<file path="src/shared/loop_detect_defs.vh">
// Constants for the loop detect timer: register addresses, fields, resets.
// Assumes an 8-bit memory bus with a 16-bit byte address.
`ifndef LOOP_DETECT_DEFS_VH
`define LOOP_DETECT_DEFS_VH
`define MODE_REG_ADDR 16'hff98
`define KICK_REG_ADDR 16'hff99
`define MODE_REG_RESET 8'h67
`define MODE_FIXED_BITS 3'h3
`define KICK_VALUE 8'hac
`define KICK_READ_VALUE 8'h9a
`define STOP_SELECT_BIT 4
`define SOURCE_SELECT_BIT 3
`define PERIOD_MSB 2
`define PERIOD_LSB 0
`define CAUSE_FLAG_BIT 4
`define OSC_BASE_EXP 5'd11
`define HS_BASE_EXP 5'd13
`define COUNTER_WIDTH 21
`endif

</file>
<file path="src/rtl/overflow_counter.v">
// Free counter for the loop detect timer with a selectable overflow power.
// Assumes count_en is a one-cycle enable from the chosen source clock.
`timescale 1ns/100ps
`default_nettype none
module overflow_counter #(
    parameter WIDTH = 21
) (
    input wire clk,
    input wire reset_n,
    input wire clear,
    input wire count_en,
    input wire [4:0] exponent,
    output reg overflow
);
    reg [WIDTH-1:0] count;
    wire [WIDTH-1:0] limit;

    // The overflow fires on the enabled tick that finds the count at two to the selected power less one.
    assign limit = {{(WIDTH-1){1'b0}}, 1'b1} << exponent;

    always @(posedge clk) begin
        if (!reset_n) begin
            count <= {WIDTH{1'b0}};
            overflow <= 1'b0;
        end else if (clear) begin
            count <= {WIDTH{1'b0}};
            overflow <= 1'b0;
        end else if (count_en) begin
            if (count == limit - {{(WIDTH-1){1'b0}}, 1'b1}) begin
                count <= {WIDTH{1'b0}};
                overflow <= 1'b1;
            end else begin
                count <= count + {{(WIDTH-1){1'b0}}, 1'b1};
                overflow <= 1'b0;
            end
        end else begin
            overflow <= 1'b0;
        end
    end
endmodule // overflow_counter
`default_nettype wire

</file>
<file path="src/rtl/loop_detect_timer.v">
// Loop detect timer with a write-once mode register and a kick register.
// Assumes an 8-bit CPU bus with one-cycle read and write strobes, clock
// enables for each source clock, and standby status inputs from the core.
//
// Notes on behaviour
// Counter overflow without a kick raises the internal reset request.
// A reset from this timer sets bit 4 of the reset cause register.
// Oscillator source: overflow after two to the 11 through 18 cycles.
// High-speed source: overflow after two to the 13 through 20 cycles.
// After reset the timer counts the oscillator at the longest period.
// Mode register resets to 67 hex.
// Top three mode bits must be 011; fixed mode ignores other values.
// Clock select: 00 oscillator, 01 high-speed, 1x stopped.
// In fixed mode the clock select field is ignored.
// In fixed mode nothing halts the counting.
// Stoppable mode lets software pick high-speed, oscillator or stop.
// Only the first mode write is taken; a second one resets.
// A reset raised while the source clock is stopped waits for it.
// Software writes the mode register only as a whole byte.
// Reading the mode register has no side effect.
// Once stopped by the stop bit the timer stays stopped, no reset.
// A mode write inserts a wait cycle.
// High-speed source is gated while stopped, in standby or settling.
// Oscillator source is gated in standby or when software stops it.
// Writing AC hex to the kick register clears and restarts the count.
// Other kick values reset; the kick register reads 9A hex.
// The first write to the mode register clears the counter.
// The reset request is a registered pulse.
`timescale 1ns/100ps
`default_nettype none
`include "loop_detect_defs.vh"
module loop_detect_timer (
    input wire clk,
    input wire reset_n,
    input wire osc_fixed,
    input wire osc_tick,
    input wire hs_tick,
    input wire hs_stopped,
    input wire hs_settling,
    input wire standby,
    input wire osc_sw_stopped,
    input wire [15:0] bus_addr,
    input wire [7:0] bus_wdata,
    input wire bus_write,
    input wire bus_read,
    input wire bus_bit_op,
    output reg [7:0] bus_rdata,
    output reg bus_wait,
    output reg internal_reset,
    output reg watchdog_reset_cause_flag
);
    reg [7:0] watchdog_mode_register;
    reg mode_written;
    reg stopped_latch;
    reg reset_pending;
    reg clear_counter;
    reg next_pending;
    reg fire_request;
    wire mode_wr;
    wire kick_wr;
    wire watchdog_stop_select;
    wire watchdog_source_select;
    wire [2:0] period;
    wire source_gated;
    wire count_en;
    wire [4:0] exponent;
    wire overflow;
    wire bad_access;

    function [4:0] period_exp;
        input [4:0] base;
        input [2:0] sel;
        begin
            period_exp = base + {2'b00, sel};
        end
    endfunction

    assign mode_wr = bus_write && (bus_addr == `MODE_REG_ADDR);
    assign kick_wr = bus_write && (bus_addr == `KICK_REG_ADDR);
    assign watchdog_stop_select =
        watchdog_mode_register[`STOP_SELECT_BIT] && !osc_fixed;
    assign watchdog_source_select =
        watchdog_mode_register[`SOURCE_SELECT_BIT] && !osc_fixed;
    assign period = watchdog_mode_register[`PERIOD_MSB:`PERIOD_LSB];

    // Gating of the source clock; fixed mode never gates.
    assign source_gated = osc_fixed ? 1'b0 :
        watchdog_source_select ? (hs_stopped || standby || hs_settling) :
        (standby || osc_sw_stopped);

    // Only a running, ungated, unstopped timer advances.
    assign count_en = !stopped_latch && !watchdog_stop_select &&
        !source_gated && (watchdog_source_select ? hs_tick : osc_tick);

    assign exponent = watchdog_source_select ?
        period_exp(`HS_BASE_EXP, period) :
        period_exp(`OSC_BASE_EXP, period);

    // A second mode write, a bad kick value or a bit access to the kick
    // register are illegal accesses.
    assign bad_access = (mode_wr && mode_written) ||
        (kick_wr && (bus_bit_op || bus_wdata != `KICK_VALUE));

    overflow_counter #(
        .WIDTH(`COUNTER_WIDTH)
    ) u_counter (
        .clk(clk),
        .reset_n(reset_n),
        .clear(clear_counter),
        .count_en(count_en),
        .exponent(exponent),
        .overflow(overflow)
    );

    always @* begin
        next_pending = reset_pending;
        fire_request = 1'b0;
        if (bad_access && !stopped_latch && !watchdog_stop_select) begin
            next_pending = 1'b1;
        end
        // A request fires at once on a running source, or waits for it.
        if (next_pending && !source_gated && !stopped_latch &&
            !watchdog_stop_select) begin
            fire_request = 1'b1;
            next_pending = 1'b0;
        end
    end

    always @(posedge clk) begin
        if (!reset_n) begin
            watchdog_mode_register <= `MODE_REG_RESET;
            mode_written <= 1'b0;
            stopped_latch <= 1'b0;
            reset_pending <= 1'b0;
            clear_counter <= 1'b0;
            internal_reset <= 1'b0;
            bus_wait <= 1'b0;
            bus_rdata <= 8'h00;
        end else begin
            clear_counter <= 1'b0;
            bus_wait <= mode_wr;
            if (mode_wr && !mode_written) begin
                mode_written <= 1'b1;
                clear_counter <= 1'b1;
                if (osc_fixed) begin
                    watchdog_mode_register <= {`MODE_FIXED_BITS, 2'b00,
                        bus_wdata[2:0]};
                end else begin
                    watchdog_mode_register <= bus_wdata;
                end
                if (bus_wdata[`STOP_SELECT_BIT] && !osc_fixed) begin
                    stopped_latch <= 1'b1;
                end
            end
            if (kick_wr && !bus_bit_op && bus_wdata == `KICK_VALUE) begin
                clear_counter <= 1'b1;
            end
            reset_pending <= next_pending;
            // Immediate or deferred reset request, one cycle wide.
            internal_reset <= overflow || fire_request;
            if (bus_read) begin
                if (bus_addr == `MODE_REG_ADDR) begin
                    bus_rdata <= watchdog_mode_register;
                end else if (bus_addr == `KICK_REG_ADDR) begin
                    bus_rdata <= `KICK_READ_VALUE;
                end else begin
                    bus_rdata <= 8'h00;
                end
            end
        end
    end

    // The cause flag survives the reset it reports; once set it stays set,
    // as this block has no input or path that clears it.
    always @(posedge clk) begin
        if (internal_reset) begin
            watchdog_reset_cause_flag <= 1'b1;
        end else if (!reset_n) begin
            watchdog_reset_cause_flag <= watchdog_reset_cause_flag;
        end
    end

    initial begin
        watchdog_reset_cause_flag = 1'b0;
    end
endmodule // loop_detect_timer
`default_nettype wire

</file>
<file path="config.mk">
export PLATFORM = sky130hd
export DESIGN_NAME = loop_detect_timer
export DESIGN_NICKNAME = d
export VERILOG_FILES = /design/src/rtl/overflow_counter.v /design/src/rtl/loop_detect_timer.v
export VERILOG_INCLUDE_DIRS = /design/src /design/src/shared
export SDC_FILE = /design/constraint.sdc
export NUM_CORES = 1
export LEC_CHECK = 0
export BUFFER_PORTS_ARGS = -buffer_cell sky130_fd_sc_hd__buf_2
export CAP_MARGIN = 20
export CORE_AREA = 2 2 78 80
export DETAILED_ROUTE_END_ITERATION = 16
export DIE_AREA = 0 0 80 82
export MAX_ROUTING_LAYER = met4
export PLACE_DENSITY = 0.75
export SYNTH_ARGS = -nofsm -noshare
export SYNTH_HDL_FRONTEND = slang
export SYNTH_HIERARCHICAL = 1
export SYNTH_SLANG_ARGS = --single-unit
</file>
<file path="constraint.sdc">
create_clock -name clk -period 4.1 [get_ports clk]
set_input_delay 0.82 -clock clk [delete_from_list [all_inputs] [get_ports clk]]
set_output_delay 0.82 -clock clk [all_outputs]
set_load 0.03 [all_outputs]
</file>
==> impl_metrics.py <==
metrics = {
    "routing": {
        "avgViaCountPerCell": 5.65,
        "num_vias": 2638,
        "ant_nets": 0,
        "route.detailed.drc": 0,
        "finalWirelength_mm": 6.44,
        "drtIter0Drc": 290,
        "post_drt_wl_per_cell_microns": 13.8,
        "firstDrtPassIters": 5,
    },
    "global_route": {
        "antenna_found_initial": 0,
        "grt_pass1_wl_mm": 11.1,
        "grt.total_usage_pct": 21.8,
        "grt-ovfl-total": 0,
        "grt_pass1_vias": 2448,
        "grt_max_degree": 25,
    },
    "place": {
        "place_ws_ps": -46.2,
        "routabilityCongestion": 0.896,
        "placed_cells": 459,
        "dp_hpwl_mm": 4.86,
        "io_buffers": 45,
    },
    "clock_network": {
        "clockBufferDepth": 2,
        "clockRootBuffer": "clkbuf_8",
        "h-tree-depth": 2,
        "cts_made_buffers": 5,
        "clock-sinks": 44,
        "post_cts_buffers": 0,
        "cts_tree": "built",
        "cts_hold_buf": 0,
        "cts_resized": 0,
        "clk_latency_ps": 310,
        "clkTransAtPathRegs_ps": 90,
    },
    "yosys": {
        "synth_cells": 346,
        "syn_area_sq_um": 2850,
        "synth_area_per_cell_sq_um": 8.24,
        "synthesis.nets": 388,
        "synthArstFlopShare_pct": 0,
        "synth_edf_count": 0,
        "yosys_most_used_dff": "dfxtp_1",
        "ys_warn_count": 6,
        "yosysUniqueCellTypes": 70,
        "post-synth-top-area-cell": "dfxtp_1",
        "ys_seq_area_share_pct": 30.9,
        "synth_area_leaders": "dfxtp_1 (31%), xor2_1 (4.9%), nor2_1 (4.5%)",
        "yosys.area.top_type_share_pct": 30.9,
        "ys_ff_latch": 44,
    },
    "min_path": {
        "worst_hold_startpoint": "bus_rdata[3]",
        "hold_depth": 2,
        "holdPathEnd": "bus_rdata[3]",
        "holdCritPathClass": "reg -> reg",
    },
    "die": {
        "io_pins": 47,
        "die-area_sq_um": 6560,
        "rows": 28,
        "fp.dieW_microns": 80,
        "die_y_microns": 82,
        "initial_core_util_pct": 49.6,
        "core_area_sq_um": 5750,
    },
    "finish": {
        "diodes": 0,
        "multi_input_area_sq_um": 1810,
        "area_growth_pct": 14.3,
        "fill_cells": 543,
        "nNetsFinal": 433,
        "seqCellArea_sq_um": 881,
        "post-route-util_pct": 56.7,
        "drive_gt1_share_pct": 23.5,
        "fin_cells": 467,
    },
    "timing": {
        "tightest_slew_ps": 1080,
        "rsz0062_at_grt": "false",
        "holdWs_ps": 448,
        "period_needed_ps": 3820,
        "fmax_mhz": 262,
        "setup_viol": 0,
        "fin_crit_sh_pct": 93.2,
        "fin_ws_ps": 280,
        "fin_skew_ps": 4.58,
        "fin_setup_tns_ps": 0,
        "timing.final.hold_violations": 0,
        "drv_slew": 0,
        "relSlewSlack_pct": 27.4,
    },
    "power": {
        "intPower_w": 0.000574,
        "p_leak_nw": 1.27,
        "seq_power_share_pct": 56.5,
        "clkPwrFrac_pct": 36.4,
        "combPwrFrac_pct": 7.1,
        "switching_share_pct": 24.9,
        "ir_drop_mv": 0.153,
        "power_switching_w": 0.000191,
        "power_density_nw_per_um2": 235,
    },
    "worst_setup_path": {
        "r2r_start": "watchdog_mode_register[3]",
        "crit_required_ps": 4300,
        "crit_type": "in -> reg",
        "r2r_end": "u_counter/count[10]",
        "r2r_slack_ps": 480,
        "cp_max_fo": 18,
        "cp.arrival_ps": 4020,
        "critPathLaunchType": "input port",
        "rr_worst_depth": 17,
        "cp-end-kind": "flop",
    },
    "status": {
        "status": "completed",
    },
    "job": {
        "drv_cap": 0,
    },
}
cell families after synthesis:
group / Yosys count / synth area share (%)
xor gates and xnor gates: 27 / 8.30
adders and majority gates: 6 / 3.16
and+or+nand+nor: 155 / 31.1
DFF: 44 / 30.9
other: 1 / 0.132
muxes: 1 / 0.351
buffers and inverters: 32 / 5.97
AOI/OAI and AO/OA: 80 / 20.1
metrics by stage:
stage	cell area, sq um	total power (W)
after floorplan	2880	0.000469
after global placement	3170	0.000495
after detailed placement	3170	0.000496
after CTS	3260	0.000765
after global routing	3260	0.000792
final	3260	0.000764
cell usage after synthesis (all sizes together), types with 5 or more instances:
library cell,number
a21oi,17
a21boi,5
xnor2,11
nor2,44
nand3,15
inv,13
nand4,12
nor4,9
xor2,16
dfxtp,44
o21ai,21
nand2,30
nor2b,5
buf,15
how the worst max path moves through the flow:
stage / startpoint / slack [ps] / endpoint / cells after the start
finish: osc_fixed / 280 / u_counter/count[10] / 19
global route: osc_fixed / 100 / u_counter/count[10] / 19
floorplan: osc_fixed / 4 / u_counter/count[17] / 20
detailed placement: osc_fixed / -50 / u_counter/count[14] / 19
global placement: osc_fixed / 70 / u_counter/count[16] / 19
CTS: osc_fixed / 260 / u_counter/count[10] / 19
layout make-up:
class	count	share of cell area, %
Multi-Input combinational cell	270	55.6
Timing Repair Buffer	57	10.1
Sequential cell	44	27.0
Clock buffer	5	2.11
Clock inverter	3	0.730
Inverter	13	1.57
Tap cell	75	2.88
flip-flops by register name, summed over array words and instances, names as in the netlist:
register,cells
bus_rdata,8
bus_wait,1
clear_counter,1
internal_reset,1
mode_written,1
reset_pending,1
stopped_latch,1
u_counter/count,21
u_counter/overflow,1
watchdog_mode_register,8
worst max-delay path: stages:
cell      delay (ps)
buf_2            120
inv_4             40
nand2_4           70
fa_1             170
inv_1             50
fa_1             480
inv_1             70
nor3_4           190
nand3b_1         110
ha_2             210
buf_4            180
and2_4           170
o2111a_1         240
or3_1            300
a21boi_1         150
nand4_2          130
o31ai_4          240
buf_12           200
nor2_1            60
power groups by stage:
stage / sequential [W] / combinational (W) / clock [W]
CTS: 0.000432 / 0.0000543 / 0.000279
global route: 0.000432 / 0.0000602 / 0.000300
detailed placement: 0.000442 / 0.0000540 / 0
global placement: 0.000442 / 0.0000531 / 0
finish: 0.000432 / 0.0000544 / 0.000278
floorplan: 0.000440 / 0.0000284 / 0
cell usage in the layout (no fill, tap or decap), types with 3 or more instances in the layout:
cell | synthesis | routed
buf_2 | 9 | 45
nand2_1 | 30 | 29
dfxtp_1 | 44 | 44
nor2b_1 | 5 | 5
xnor2_1 | 11 | 11
buf_4 | 3 | 11
o21a_1 | 4 | 4
nand2b_1 | 4 | 4
nor2_2 | 10 | 10
nand4_1 | 10 | 10
and3_1 | 4 | 4
xor2_1 | 16 | 16
a22o_1 | 4 | 4
or3_1 | 3 | 3
a21boi_0 | 4 | 4
nor4_1 | 8 | 8
o221ai_1 | 3 | 3
ha_1 | 4 | 3
nor2_1 | 34 | 34
o211ai_1 | 3 | 3
nand3_1 | 15 | 15
and2_1 | 4 | 3
and4_1 | 4 | 4
o21ai_0 | 17 | 17
inv_1 | 13 | 12
a21oi_1 | 17 | 17
clkbuf_8 | 0 | 5
o21ai_1 | 3 | 3
nor3b_1 | 4 | 4
metal layers:
layer	global-route usage [%]	wire, microns	up-vias	share of wire, %
met5	-	0	-	0
li1	-	-	1329	-
met1	28.2	2980	1219	46
met3	3.19	317	9	4.9
met2	34.8	3050	81	47
met4	7.80	97	0	1.5
No activity file was read; power rests on OpenSTA's default activity.
